**src/design/stc_regs.svh**
```systemverilog
`ifndef STC_REGS_SVH
`define STC_REGS_SVH

// register byte offsets
`define STC_CFG_OFS      8'h00
`define STC_STATUS_OFS   8'h04

// configuration word: width and value after reset (factory setup)
`define STC_CFG_W        10
`define STC_CFG_RST      10'h0da

// status word field positions
`define STC_ST_ROW_LSB   0
`define STC_ST_COL_LSB   8
`define STC_ST_SHIFT     16
`define STC_ST_BUSY      17
`define STC_ST_ESC       18

// screen geometry and cursor address offsets
`define STC_ROWS         25
`define STC_COLS         80
`define STC_ADDR_BIAS    7'h20

// control codes and the cursor address escape letter
`define STC_BS           7'h08
`define STC_HT           7'h09
`define STC_LF           7'h0a
`define STC_VT           7'h0b
`define STC_FF           7'h0c
`define STC_CR           7'h0d
`define STC_SO           7'h0e
`define STC_SI           7'h0f
`define STC_ESC          7'h1b
`define STC_Y            7'h59

// timing
`define STC_CLK_HZ       125000000
`define STC_FILL_MS      34
`define STC_BREAK_MS     10
`define STC_BLINK_HZ     2
`define STC_BLINK_DUTY   70

`endif

```
**src/design/stc_pkg.sv**
```systemverilog
package stc_pkg;

	typedef enum logic [1:0] {
		ESC_IDLE,
		ESC_GOT_ESC,
		ESC_WANT_LINE,
		ESC_WANT_COL
	} stc_esc_e;

	typedef struct packed {
		logic [1:0] parity;
		logic       attribute_type_post;
		logic       attribute_source_post;
		logic       half_int_off;
		logic       alt_charset_strap;
		logic       video_polarity_strap;
		logic       remote_init_strap_a;
		logic       remote_init_strap_b;
		logic       remote_init_strap_c;
	} stc_cfg_s;

	typedef struct packed {
		logic       valid;
		logic [6:0] code;
		logic [4:0] row;
		logic [6:0] col;
		logic       reverse;
		logic       blink;
		logic       half;
		logic       alt;
	} stc_wr_s;

	typedef struct packed {
		logic scroll;
		logic clear_line;
		logic init;
	} stc_ctl_s;

endpackage

```
**src/design/stc_interp.sv**
```systemverilog
`timescale 1ns/10ps
`include "stc_regs.svh"
module stc_interp #(
	parameter int unsigned FILL_CYCLES  = `STC_CLK_HZ / 1000 * `STC_FILL_MS,
	parameter int unsigned BREAK_CYCLES = `STC_CLK_HZ / 1000 * `STC_BREAK_MS,
	parameter int unsigned BLINK_CYCLES = `STC_CLK_HZ / `STC_BLINK_HZ
) (
	// clock, reset, enable
	input  wire logic           hclk,
	input  wire logic           hresetn,
	input  wire logic           ce,
	// ahb-lite slave
	input  wire logic           hsel,
	input  wire logic [31:0]    haddr,
	input  wire logic [1:0]     htrans,
	input  wire logic           hwrite,
	input  wire logic [2:0]     hsize,
	input  wire logic [31:0]    hwdata,
	input  wire logic           hready,
	output logic                hreadyout,
	output logic                hresp,
	output logic [31:0]         hrdata,
	// received characters from the uart, same clock
	input  wire logic           rx_valid,
	input  wire logic [7:0]     rx_data,
	// raw receive line level, low is spacing
	input  wire logic           rx_line,
	// screen side
	output stc_pkg::stc_wr_s    scr_wr,
	output stc_pkg::stc_ctl_s   scr_ctl,
	output logic [4:0]          cursor_row,
	output logic [6:0]          cursor_col,
	output logic                video_invert,
	output logic                blink_visible,
	output logic                init_busy
);
	import stc_pkg::*;

	localparam int unsigned BLINK_ON = BLINK_CYCLES / 100 * `STC_BLINK_DUTY;
	localparam logic [4:0]  ROW_MAX  = 5'(`STC_ROWS - 1);
	localparam logic [6:0]  COL_MAX  = 7'(`STC_COLS - 1);
	localparam stc_cfg_s    CFG_RST  = stc_cfg_s'(`STC_CFG_RST);

	////////////////////////////////////////////////////////////////////////////
	// register file

	stc_cfg_s    cfg;
	logic        dp_write;
	logic [7:0]  dp_addr;
	logic        shift_attr;
	stc_esc_e    esc_state;
	logic [31:0] status_word;
	logic        addr_phase;

	// zero wait states while ce is high: read data is captured in the address phase
	assign hreadyout  = ce;
	assign hresp      = 1'b0;
	assign addr_phase = ce && hsel && hready && htrans[1];

	always_comb begin
		status_word                        = 32'h0;
		status_word[`STC_ST_ROW_LSB +: 5]  = cursor_row;
		status_word[`STC_ST_COL_LSB +: 7]  = cursor_col;
		status_word[`STC_ST_SHIFT]         = shift_attr;
		status_word[`STC_ST_BUSY]          = init_busy;
		status_word[`STC_ST_ESC]           = (esc_state != ESC_IDLE);
	end

	always_ff @(posedge hclk or negedge hresetn) begin
		if (!hresetn) begin
			dp_write <= 1'b0;
			dp_addr  <= 8'h00;
			hrdata   <= 32'h0;
		end else if (ce) begin
			dp_write <= addr_phase && hwrite;
			dp_addr  <= haddr[7:0];
			if (addr_phase && !hwrite) begin
				case (haddr[7:0])
					`STC_CFG_OFS:    hrdata <= {22'h0, cfg};
					`STC_STATUS_OFS: hrdata <= status_word;
					default:         hrdata <= 32'h0;
				endcase
			end
		end
	end

	always_ff @(posedge hclk or negedge hresetn) begin
		if (!hresetn) begin
			cfg <= CFG_RST;
		end else if (ce && dp_write && dp_addr == `STC_CFG_OFS) begin
			cfg <= stc_cfg_s'(hwdata[`STC_CFG_W-1:0]);
		end
	end

	////////////////////////////////////////////////////////////////////////////
	// configuration decode

	logic ff_init_en;
	logic break_init_en;
	logic no_parity;

	// straps a and b select the source, strap c is unused; strap b alone enables form feed,
	// strap a alone enables break
	assign ff_init_en    = cfg.remote_init_strap_b;
	assign break_init_en = cfg.remote_init_strap_a;
	assign no_parity     = (cfg.parity == 2'h0);

	// registered so the polarity output comes straight from a flop
	always_ff @(posedge hclk or negedge hresetn) begin
		if (!hresetn) begin
			video_invert <= !CFG_RST.video_polarity_strap;
		end else if (ce) begin
			video_invert <= !cfg.video_polarity_strap;
		end
	end

	////////////////////////////////////////////////////////////////////////////
	// break detection

	logic        line_meta;
	logic        line_sync;
	logic [31:0] space_cnt;
	logic        break_fire;

	always_ff @(posedge hclk or negedge hresetn) begin
		if (!hresetn) begin
			line_meta <= 1'b1;
			line_sync <= 1'b1;
		end else if (ce) begin
			line_meta <= rx_line;
			line_sync <= line_meta;
		end
	end

	// fires once per spacing period; the line must go marking to re-arm
	always_ff @(posedge hclk or negedge hresetn) begin
		if (!hresetn) begin
			space_cnt <= 32'h0;
		end else if (ce) begin
			if (line_sync) begin
				space_cnt <= 32'h0;
			end else if (space_cnt <= BREAK_CYCLES) begin
				space_cnt <= space_cnt + 32'h1;
			end
		end
	end

	assign break_fire = break_init_en && (space_cnt == BREAK_CYCLES);

	////////////////////////////////////////////////////////////////////////////
	// character decode

	logic       take;
	logic [6:0] code;
	logic       is_ctrl;
	logic       ff_fire;
	logic       do_init;
	logic [31:0] fill_cnt;

	assign take    = ce && rx_valid && !init_busy;
	assign code    = rx_data[6:0];
	assign is_ctrl = (code < 7'h20) || (code == 7'h7f);
	assign ff_fire = take && esc_state == ESC_IDLE && code == `STC_FF && ff_init_en;
	assign do_init = ce && (ff_fire || break_fire);

	// characters arriving during the fill window are dropped
	always_ff @(posedge hclk or negedge hresetn) begin
		if (!hresetn) begin
			fill_cnt  <= 32'h0;
			init_busy <= 1'b0;
		end else if (do_init) begin
			fill_cnt  <= 32'h0;
			init_busy <= 1'b1;
		end else if (ce && init_busy) begin
			fill_cnt  <= fill_cnt + 32'h1;
			init_busy <= (fill_cnt < FILL_CYCLES - 1);
		end
	end

	// out-of-range address bytes pin to the nearest edge rather than wrap
	function automatic logic [6:0] clamp_addr(input logic [6:0] b, input logic [6:0] lim);
		logic [6:0] v;
		v = (b < `STC_ADDR_BIAS) ? 7'h00 : 7'(b - `STC_ADDR_BIAS);
		return (v > lim) ? lim : v;
	endfunction

	logic [4:0] line_hold;

	always_ff @(posedge hclk or negedge hresetn) begin
		if (!hresetn) begin
			esc_state <= ESC_IDLE;
			line_hold <= 5'h00;
		end else if (do_init) begin
			esc_state <= ESC_IDLE;
		end else if (take) begin
			case (esc_state)
				ESC_IDLE: begin
					if (code == `STC_ESC) begin
						esc_state <= ESC_GOT_ESC;
					end
				end
				// an unknown escape swallows its second byte
				ESC_GOT_ESC: begin
					esc_state <= (code == `STC_Y) ? ESC_WANT_LINE : ESC_IDLE;
				end
				ESC_WANT_LINE: begin
					line_hold <= 5'(clamp_addr(code, {2'h0, ROW_MAX}));
					esc_state <= ESC_WANT_COL;
				end
				ESC_WANT_COL: begin
					esc_state <= ESC_IDLE;
				end
				default: begin
					esc_state <= ESC_IDLE;
				end
			endcase
		end
	end

	// shift state only counts when attributes come from shift codes
	always_ff @(posedge hclk or negedge hresetn) begin
		if (!hresetn) begin
			shift_attr <= 1'b0;
		end else if (do_init) begin
			shift_attr <= 1'b0;
		end else if (take && esc_state == ESC_IDLE) begin
			if (code == `STC_SO) begin
				shift_attr <= 1'b1;
			end else if (code == `STC_SI) begin
				shift_attr <= 1'b0;
			end
		end
	end

	////////////////////////////////////////////////////////////////////////////
	// cursor and screen commands

	logic attr_on;

	assign attr_on = cfg.attribute_source_post ? shift_attr
	                                           : (no_parity && rx_data[7]);

	always_ff @(posedge hclk or negedge hresetn) begin
		if (!hresetn) begin
			cursor_row <= 5'h00;
			cursor_col <= 7'h00;
			scr_wr     <= '0;
			scr_ctl    <= '0;
		end else if (ce) begin
			scr_wr.valid       <= 1'b0;
			scr_ctl.scroll     <= 1'b0;
			scr_ctl.clear_line <= 1'b0;
			scr_ctl.init       <= 1'b0;
			if (do_init) begin
				cursor_row   <= 5'h00;
				cursor_col   <= 7'h00;
				scr_ctl.init <= 1'b1;
			end else if (take && esc_state == ESC_WANT_COL) begin
				cursor_row <= line_hold;
				cursor_col <= clamp_addr(code, COL_MAX);
			end else if (take && esc_state == ESC_IDLE && is_ctrl) begin
				case (code)
					`STC_BS: begin
						if (cursor_col != 7'h00) begin
							cursor_col <= cursor_col - 7'h1;
						end
					end
					`STC_HT: begin
						if (cursor_col != COL_MAX) begin
							cursor_col <= cursor_col + 7'h1;
						end
					end
					`STC_CR: begin
						cursor_col <= 7'h00;
					end
					`STC_LF, `STC_VT: begin
						if (cursor_row != ROW_MAX) begin
							cursor_row <= cursor_row + 5'h1;
						end else begin
							scr_ctl.scroll     <= 1'b1;
							scr_ctl.clear_line <= (code == `STC_LF);
						end
					end
					default: begin
					end
				endcase
			end else if (take && esc_state == ESC_IDLE) begin
				// printable: draw then advance, holding at the right margin
				scr_wr.valid   <= 1'b1;
				scr_wr.code    <= code;
				scr_wr.row     <= cursor_row;
				scr_wr.col     <= cursor_col;
				scr_wr.reverse <= attr_on && !cfg.attribute_type_post;
				scr_wr.blink   <= attr_on && cfg.attribute_type_post;
				scr_wr.half    <= attr_on && !cfg.half_int_off;
				scr_wr.alt     <= attr_on && !cfg.alt_charset_strap;
				if (cursor_col != COL_MAX) begin
					cursor_col <= cursor_col + 7'h1;
				end
			end
		end
	end

	////////////////////////////////////////////////////////////////////////////
	// blink timebase

	logic [31:0] blink_cnt;

	always_ff @(posedge hclk or negedge hresetn) begin
		if (!hresetn) begin
			blink_cnt     <= 32'h0;
			blink_visible <= 1'b1;
		end else if (ce) begin
			blink_cnt     <= (blink_cnt >= BLINK_CYCLES - 1) ? 32'h0 : blink_cnt + 32'h1;
			blink_visible <= (blink_cnt < BLINK_ON);
		end
	end

endmodule

```
**config.mk**
```make
export PLATFORM = sky130hd
export DESIGN_NAME = stc_interp
export DESIGN_NICKNAME = d
export VERILOG_FILES = /design/src/design/stc_pkg.sv /design/src/design/stc_interp.sv
export VERILOG_INCLUDE_DIRS = /design/src /design/src/design
export SDC_FILE = /design/constraint.sdc
export NUM_CORES = 1
export LEC_CHECK = 0
export ABC_AREA = 0
export BUFFER_PORTS_ARGS = -buffer_cell sky130_fd_sc_hd__buf_2
export CORE_UTILIZATION = 50
export DETAILED_ROUTE_END_ITERATION = 8
export PLACE_DENSITY = 0.72
export REMOVE_ABC_BUFFERS = 1
export SYNTH_ARGS = -nofsm -noshare
export SYNTH_HDL_FRONTEND = slang
export SYNTH_SLANG_ARGS = --single-unit
```
**constraint.sdc**
```tcl
create_clock -name hclk -period 2.35 [get_ports hclk]
set_input_delay 0.47 -clock hclk [delete_from_list [all_inputs] [get_ports hclk]]
set_output_delay 0.47 -clock hclk [all_outputs]
set_load 0.01 [all_outputs]
```
==> metrics, run 1 <==
DR iter-0 viols between 700 and 800; dpl hpwl ~16000 um; Most used DFF post-synth dfrtp_1; final hold violation count 0; I/O Buffers 95; pwr dens roughly 620 mW/mm2; Warnings, synthesis 0; Post-Route WL between 20000 and 25000 um; Async SR Flop Fraction 1.00; vias in the first global route around 7800; core area 0.0188 mm2; total grt overflow 0; DRT Pass-1 Iters 4; Max VDD drop between 0.0005 and 0.0006 V; Root Buffer clkbuf_16; register area share after synthesis 0.482; Boundary Pins approximately 160; Synth cell types 76; Worst EP arrival between 2 and 3 ns; worst reg2reg endpoint space_cnt[3]; nature of the critical path endpoint register; Worst Max-Slew Pin Slew between 0.6 and 0.7 ns; most common cell after layout, fill and taps aside dfrtp_1; CTS tree yes; commonest non-fill, non-tap cells in the layout dfrtp_1, nand2_1, buf_2, nor2_1, buf_4; placer congestion estimate ~0.90; HP Class primary input to async pin; Achievable Freq 439 MHz; Vias slightly above 8000; Routed WL per cell 16.3 um; CP startpoint kind register; Leakage Power 5.39 nW; global-route wire length before repair about 39000 um; Critical Path RT ~2.7 ns; worst reg2reg startpoint space_cnt[19]; largest net degree at the start of global routing between 100 and 150; clock sink total 185; ANT cells 0; via/cell ratio a little under 6; Min Hold Slack around 0.043 ns; clk buf depth 2; # DRC 0; H-Tree Depth 4; cells on worst reg2reg path 8; Clk pin slew, worst setup/hold paths about 0.080 ns; NetSw between 0.0015 and 0.002 W; cell row count 50; fin nets approximately 1300; Clk network pwr share 0.415; Worst-Skew Late Latency ~0.43 ns; Starting Density 0.513; cts hold-fix bufs 0; internal power 0.00525 W; total power between 0.007 and 0.008 W; Seq pwr share 0.492; reg-to-reg slack, setup between 0.07 and 0.08 ns; final total negative setup slack 0 ns; setup violators final 0; switching portion of total power 0.262; Post-Synthesis Cells roughly 1000; part of the power in combinational logic 0.094; status finished clean; Area growth, synth to finish 19.8%; clock skew about 0.011 ns; total CTS buffers 17; share of cells above drive strength 1 0.233; Syn Std Cell Area 0.00963 mm2; max-slew headroom at the worst pin 0.549; final period utilization 0.970; GR Util All Layers 0.245; synthesized area per cell approximately 9.4 um2; Seq cells post-synth approximately 190; initial antenna violation count 0; max-cap violations 0; Crit Path Class register to register; post-route ant nets 0; fin crit period approximately 2.3 ns; critical path fanouts, max 7; Pins Over Slew Limit 0; Die X between 100 and 150 um; Chip Height 141 um; die area slightly below 0.02 mm2; EDFF count, synth 0
## cells in the mapped netlist (6+ instances only)
master,n,area share
inv_1,27,0.011
mux2_2,20,0.023
nor3b_1,6,0.0047
nor2b_1,9,0.0058
a21oi_1,46,0.024
nor4b_1,7,0.0064
xor2_1,29,0.026
or3_1,23,0.015
nand2_1,121,0.047
mux2i_1,10,0.010
and4_1,6,0.0055
xnor2_1,27,0.025
o21ai_0,63,0.033
nand4_1,30,0.019
buf_4,16,0.012
a22o_1,14,0.013
dfstp_2,8,0.022
and2_1,12,0.0078
or4_1,10,0.0078
buf_2,15,0.0078
dfrtp_1,177,0.46
nand3_1,48,0.025
and3_1,17,0.011
nor3_1,26,0.014
clkbuf_1,29,0.011
o31ai_1,14,0.011
nor4_1,16,0.010
ha_1,9,0.012
nor2_1,93,0.036
## flip-flops by register name (all words and copies together), names as in the netlist, 2 cells and up
name	flops
dp_addr	8
fill_cnt	32
cursor_row	5
cursor_col	7
blink_cnt	32
cfg	8
hrdata	18
space_cnt	32
scr_wr	24
line_hold	5
esc_state	2
scr_ctl	3
## worst max-delay path, stage by stage, from the launching register on
cell	delay, ns
dfrtp_1	0.40
nor4bb_2	0.32
buf_4	0.17
nand2_1	0.05
a31o_2	0.27
a22oi_1	0.55
buf_4	0.24
xor2_1	0.14
nor2_1	0.05
## power groups by stage
stage | combinational (W) | sequential [W] | clock (W)
6_report | 0.000665 | 0.00350 | 0.00295
2_1_floorplan | 0.000348 | 0.00352 | 0
4_1_cts | 0.000655 | 0.00349 | 0.00300
3_5_place_dp | 0.000650 | 0.00354 | 0
5_1_grt | 0.000746 | 0.00352 | 0.00312
3_3_place_gp | 0.000632 | 0.00354 | 0
## worst max path at each step
stage                     cells past startpoint            end           from  slack [ns]
after CTS                                     9  cursor_row[0]   space_cnt[0]       0.004
after global placement                        6  cursor_col[4]     rx_data[6]      -0.001
after detailed placement                      8  space_cnt[19]  space_cnt[19]       -0.03
final                                         8   space_cnt[3]  space_cnt[19]        0.07
after global routing                          8  space_cnt[19]  space_cnt[19]      -0.002
after floorplan                               8  cursor_col[0]   space_cnt[0]       -0.31
## repair_timing
action | in CTS | in global routing
pin swaps | 1 | 8
gates resized for setup | 2 | 15
cloned | 1 | 0
buffers inserted | 0 | 1
endpoints found under the setup margin | 4 | 81
## kinds of logic after synthesis
logic type | count (synthesis) | share of synthesized area
buffers and inverters | 93 | 0.0455
flip-flops | 185 | 0.482
multiplexers | 30 | 0.0338
XOR/XNOR | 56 | 0.0509
AO/OA/AOI/OAI | 200 | 0.139
adder cells (fa/ha/maj) | 9 | 0.0117
other | 1 | 0.000389
AND/OR/NAND/NOR | 446 | 0.237
## per-stage QoR
stage / utilization / worst slack [ns] / std cells / cell area (um2)
floorplan: - / -0.315 / 968 / 9350
global placement: 0.577 / -0.00111 / 1387 / 10800
detailed placement: 0.577 / -0.0308 / 1387 / 10800
CTS: 0.610 / 0.00386 / 1420 / 11500
global route: 0.614 / -0.00175 / 1421 / 11500
finish: 0.614 / 0.0712 / 1421 / 11500
## cell type report
class                      instances  area, um2
fill                            1600       7240
multi-input combinational        757       4690
sequential                       185       4640
timing repair buffer             186       1210
clock buffer                      19        443
tap                              234        293
clock inverter                    13        158
inverter                          27        101
## metal layers
layer	routed length, um	vias up	GRT usage
li1	-	3939	-
met1	10800	4077	0.339
met2	11100	197	0.396
met3	902	21	0.0421
met4	265	0	0.0669
met5	0	-	0
(Power assumes the default switching activity.)
==> inputs of run 2 (changes only) <==
- PLACE_DENSITY: 0.72 -> 0.75
==> metrics, run 2 (synthesized netlist as in run 1, its figures left out) <==
cells along the critical path nor4b_1 > nand4_1 > buf_4 > o31ai_4 > buf_4 > a211oi_2 > or2_4 > o31ai_2; HP Class primary input to register; final design area excluding fillers 0.0114 mm2; part of the power in combinational logic 0.100; most common cell after layout, fill and taps aside dfrtp_1; worst reg2reg endpoint cursor_col[3]; Clk network pwr share 0.405; total grt overflow 0; Pins Over Slew Limit 0; die area around 0.02 mm2; commonest non-fill, non-tap cells in the layout dfrtp_1, nand2_1, buf_2, nor2_1, buf_4; worst path buffer plus inverter count 2; slowest CP cell dfrtp_1; DR iter-0 viols approximately 440; CTS tree yes; Crit Path Class register to register; CP most frequent cell buf_4; final hold violation count 0; Worst EP arrival 2.63 ns; fin nets about 1300; total CTS buffers 17; clock skew ~0.012 ns; setup violators final 0; # DRC 0; Leakage Power about 5.3 nW; hold_sp hwdata[3]; max-slew headroom at the worst pin 0.598; Starting Density 0.513; ANT cells 0; via/cell ratio about 5.7; clk buf depth 2; FF/Latch Area 0.00464 mm2; placed inst area 0.0108 mm2; dpl hpwl between 15000 and 20000 um; fin crit period 2.27 ns; hold path endpoint cfg[3]; CP peak stage delay 0.42 ns; final total negative setup slack 0 ns; internal power ~0.0051 W; Area growth, synth to finish 18.8%; NetSw 0.00194 W; fill cell count 1536; cells on worst reg2reg path 8; core area around 0.019 mm2; Vias ~8000; critical path fanouts, max 6; vias in the first global route between 7000 and 8000; Achievable Freq roughly 440 MHz; Worst Max-Slew Pin Slew approximately 0.6 ns; post-route ant nets 0; initial antenna violation count 0; cell row count 50; Worst path depth 8; switching portion of total power 0.277; Critical Path RT between 2 and 3 ns; top flop regs blink_cnt: 32 flops, fill_cnt: 32 flops, space_cnt: 32 flops; share of cells above drive strength 1 0.224; area of the multi-input gates between 0.004 and 0.005 mm2; Seq pwr share 0.495; GR Util All Layers 0.239; reg-to-reg slack, setup 0.08 ns; global-route wire length before repair roughly 38000 um; DRT Pass-1 Iters 7; Post-Route WL 22600 um; CP startpoint kind register; hold path depth 2; pwr dens slightly above 600 mW/mm2; clock sink total around 190; Boundary Pins between 150 and 200; Routed WL per cell 16.0 um; placer congestion estimate 0.921; H-Tree Depth 4; Die X roughly 140 um; I/O Buffers 95; final period utilization 0.968; Root Buffer clkbuf_16; Chip Height ~140 um; largest net degree at the start of global routing 55; Max VDD drop ~0.00057 V; cell family with most CP delay simple AND/OR/NAND/NOR gates; status finished clean; worst reg2reg startpoint space_cnt[23]; nature of the critical path endpoint register; max-cap violations 0; Worst-Skew Late Latency 0.44 ns; Clk pin slew, worst setup/hold paths 0.08 ns
-- run 2: cell count changes in the layout (fill, tap and decap cells not counted), sizes merged --
cell,change
clkbuf,-2
a22oi,-1
clkinv,+2
inv,+2
bufinv,-2
buf,-7
dlygate4sd3,+1
-- run 2: power groups by stage --
stage               sequential (W)  clock (W)  combinational [W]
finish                     0.00347    0.00283           0.000701
global route               0.00350    0.00301           0.000789
CTS                        0.00348    0.00289           0.000662
detailed placement         0.00354          0           0.000660
global placement           0.00354          0           0.000633
floorplan                  0.00352          0           0.000348
-- run 2: per-layer routing --
metal / share of wire / GRT usage / up-vias
li1: - / - / 3920
met3: 0.047 / 0.0472 / 37
met1: 0.46 / 0.316 / 3925
met5: 0 / 0 / -
met2: 0.47 / 0.393 / 217
met4: 0.018 / 0.0830 / 0
-- run 2: cell type report --
| type | count | share of cell area |
|---|---|---|
| Sequential cell | 185 | 0.405 |
| Multi-Input combinational cell | 756 | 0.404 |
| Timing Repair Buffer | 180 | 0.104 |
| Clock buffer | 17 | 0.0372 |
| Tap cell | 234 | 0.0256 |
| Clock inverter | 15 | 0.0148 |
| Inverter | 27 | 0.00886 |
-- run 2: repair_timing --
| action | in CTS | in global routing |
|---|---|---|
| gates resized for setup | 1 | 6 |
| hold buffers | 1 | 0 |
| endpoints found under the setup margin | 19 | 71 |
| setup buffers | 2 | 5 |
| hold endpoints to repair | 14 | 0 |
| pin swaps | 1 | 4 |
-- run 2: stage by stage --
stage               total power, W  std cells  hold WS, ns   util  setup WS (ns)
floorplan                  0.00387        968        0.174      -         -0.315
global placement           0.00417       1374        0.453  0.573         0.0209
detailed placement         0.00420       1374        0.457  0.573        -0.0160
CTS                        0.00703       1409        0.244  0.607        0.00729
global route               0.00729       1414        0.242  0.610        -0.0400
finish                     0.00701       1414        0.258  0.610         0.0760
-- run 2: worst reg2reg max path: stages (launching register included) --
cell and delay [ns]:
dfrtp_1 0.42, nor4b_1 0.42, nand4_1 0.14, buf_4 0.18, o31ai_4 0.23, buf_4 0.20, a211oi_2 0.09, or2_4 0.27
o31ai_2 0.24
-- run 2: how the worst max path moves through the flow --
stage | slack [ns] | startpoint | end
2_1_floorplan | -0.31 | space_cnt[0] | cursor_col[0]
5_1_grt | -0.04 | space_cnt[23] | cursor_row[0]
3_5_place_dp | -0.02 | space_cnt[23] | space_cnt[6]
6_report | 0.08 | space_cnt[23] | cursor_col[3]
3_3_place_gp | 0.02 | space_cnt[0] | cursor_col[2]
4_1_cts | 0.007 | space_cnt[23] | cursor_col[2]
==> inputs of run 3 (changes only) <==
- ABC_AREA: 0 -> 1
==> metrics, run 3 <==
status finished clean; critical path fanouts, max 27; Clk network pwr share 0.329; Post-Route WL between 20000 and 30000 um; vias in the first global route just over 9000; DR iter-0 viols a little over 600; Layout Utilization 0.583; placed inst area approximately 0.011 mm2; most common cell in the netlist nand2_1; worst reg2reg startpoint space_cnt[1]; part of the power in combinational logic 0.216; Min Hold Slack approximately 0.027 ns; cell row count 52; Post-CTS Setup Repair Bufs 0; placer congestion estimate 0.925; nature of the critical path endpoint register; DRT Pass-1 Iters 5; GR Util All Layers 0.257; Boundary Pins roughly 160; Root Buffer clkbuf_16; total grt overflow 0; area share of the largest cell type after synthesis 0.423; Die X approximately 150 um; Most used DFF post-synth dfrtp_1; Pins Over Slew Limit 0; area of the multi-input gates between 0.004 and 0.005 mm2; # DRC 0; cells on worst reg2reg path 13; Seq pwr share 0.455; max-cap violations 0; RSZ-0062 raised after global routing false; pwr dens between 700 and 800 mW/mm2; Chip Height about 150 um; Clk pin slew, worst setup/hold paths roughly 0.070 ns; Area growth, synth to finish 13.4%; FF/Latch Area 0.00464 mm2; Post-Synthesis Cells roughly 1400; fin crit period approximately 2.1 ns; I/O Buffers between 90 and 100; die area roughly 0.022 mm2; Post-synth top cells nand2_1, dfrtp_1, nor2_1; Seq cells post-synth around 190; CTS tree yes; clock skew 0.0126 ns; Worst Max-Slew Pin Slew about 0.60 ns; Starting Density 0.514; Synth cell types 45; setup violators final 0; clk buf depth 2; final period utilization 0.908; final hold violation count 0; clock sink total roughly 190; Vias about 9500; fin nets around 1600; initial antenna violation count 0; top post-synthesis cells by area dfrtp_1, nand2_1, nor2_1, nand3_1, inv_1; switching portion of total power 0.321; ANT cells 0; commonest non-fill, non-tap cells in the layout nand2_1, dfrtp_1, nor2_1, inv_1, nand3_1; via/cell ratio roughly 5.3; Leakage Power 5.85 nW; total CTS buffers 17; Worst-Skew Late Latency 0.43 ns; CP startpoint kind register; share of cells above drive strength 1 0.150; global-route wire length before repair roughly 44000 um; NetSw around 0.0028 W; fill cell count 1903; EDFF count, synth 0; most common cell after layout, fill and taps aside nand2_1; internal power between 0.005 and 0.006 W; H-Tree Depth 4; cts hold-fix bufs 0; Max VDD drop 0.000719 V; dpl hpwl between 15000 and 20000 um; Syn Std Cell Area around 0.010 mm2; largest net degree at the start of global routing 61; core area about 0.02 mm2; Routed WL per cell roughly 15 um; HP Class primary input to async pin; max-slew headroom at the worst pin 0.595; Achievable Freq 468 MHz; Synth area leader dfrtp_1; post_cts resized 0; Critical Path RT approximately 2.7 ns; Async SR Flop Fraction 1.00; register area share after synthesis 0.443; worst reg2reg endpoint scr_wr[0]; synthesized area per cell around 7.5 um2; post-route ant nets 0; reg-to-reg slack, setup approximately 0.22 ns; final design area excluding fillers 0.0119 mm2; top flop regs blink_cnt: 32 flops, fill_cnt: 32 flops, space_cnt: 32 flops; Worst EP arrival approximately 2.5 ns; Crit Path Class register to register; Warnings, synthesis 0; final total negative setup slack 0 ns
[run 3: changes by cell type in the layout (fill, tap and decap cells not counted), moves of 30 or more]
cell,before,now
nand2_1,121,369
inv_1,27,146
o21ai_1,2,32
nor2_1,93,175
nand3_1,48,117
buf_4,79,31
[run 3: worst max-delay path by stage]
stage | startpoint | endpoint | slack (ns)
after floorplan | space_cnt[0] | space_cnt[21] | 0.01
after global placement | ce | scr_wr[14] | 0.25
after detailed placement | ce | scr_wr[0] | 0.16
after CTS | space_cnt[1] | scr_wr[0] | 0.23
after global routing | space_cnt[1] | scr_wr[0] | 0.004
final | space_cnt[1] | scr_wr[0] | 0.22
[run 3: area by class of cell]
class                      instances  share of cell area
timing repair buffer             128              0.0638
sequential                       185               0.391
clock buffer                      22              0.0383
clock inverter                    10              0.0100
multi-input combinational       1014               0.418
inverter                         158              0.0502
tap                              270              0.0285
[run 3: metal layers]
layer	GRT usage	up-vias	routed length [um]
met1	0.346	4532	12200
li1	-	4671	-
met2	0.422	237	12500
met3	0.0475	31	1170
met4	0.0750	0	486
met5	0	-	0
[run 3: cell families (layout without fill, tap and decap cells)]
logic type	after synthesis	in the layout	share of synthesized area
buf+inv	209	318	0.0874
mux	10	10	0.0108
fa+ha+maj	9	9	0.0108
simple gates	792	792	0.331
xor+xnor	56	56	0.0469
other cells	1	15	0.000358
flops	185	185	0.443
compound gates	132	132	0.0692
[run 3: power groups by stage]
stage	Clock, W	Combinational, W	Sequential [W]
after CTS	0.00287	0.00188	0.00392
after global placement	0	0.00182	0.00397
after global routing	0.00301	0.00212	0.00398
after detailed placement	0	0.00187	0.00397
after floorplan	0	0.00103	0.00404
final	0.00284	0.00187	0.00393
[run 3: critical path, stage by stage, from the launching register on]
cell and delay (ns):
dfrtp_1 0.42, inv_1 0.09, ha_1 0.14, inv_1 0.05, nor2_1 0.10, nand2_1 0.05
nor2_1 0.16, nand3_1 0.14, nand2_1 0.10, nand2_2 0.17, nand4_2 0.13, buf_4 0.30
nand2_1 0.09, o21ai_1 0.09
[run 3: per-stage QoR]
step / instances / power, W / setup WS, ns
5_1_grt: 1787 / 0.00911 / 0.00357
6_report: 1787 / 0.00865 / 0.216
2_1_floorplan: 1357 / 0.00507 / 0.0144
3_3_place_gp: 1755 / 0.00578 / 0.250
3_5_place_dp: 1755 / 0.00584 / 0.164
4_1_cts: 1787 / 0.00868 / 0.229
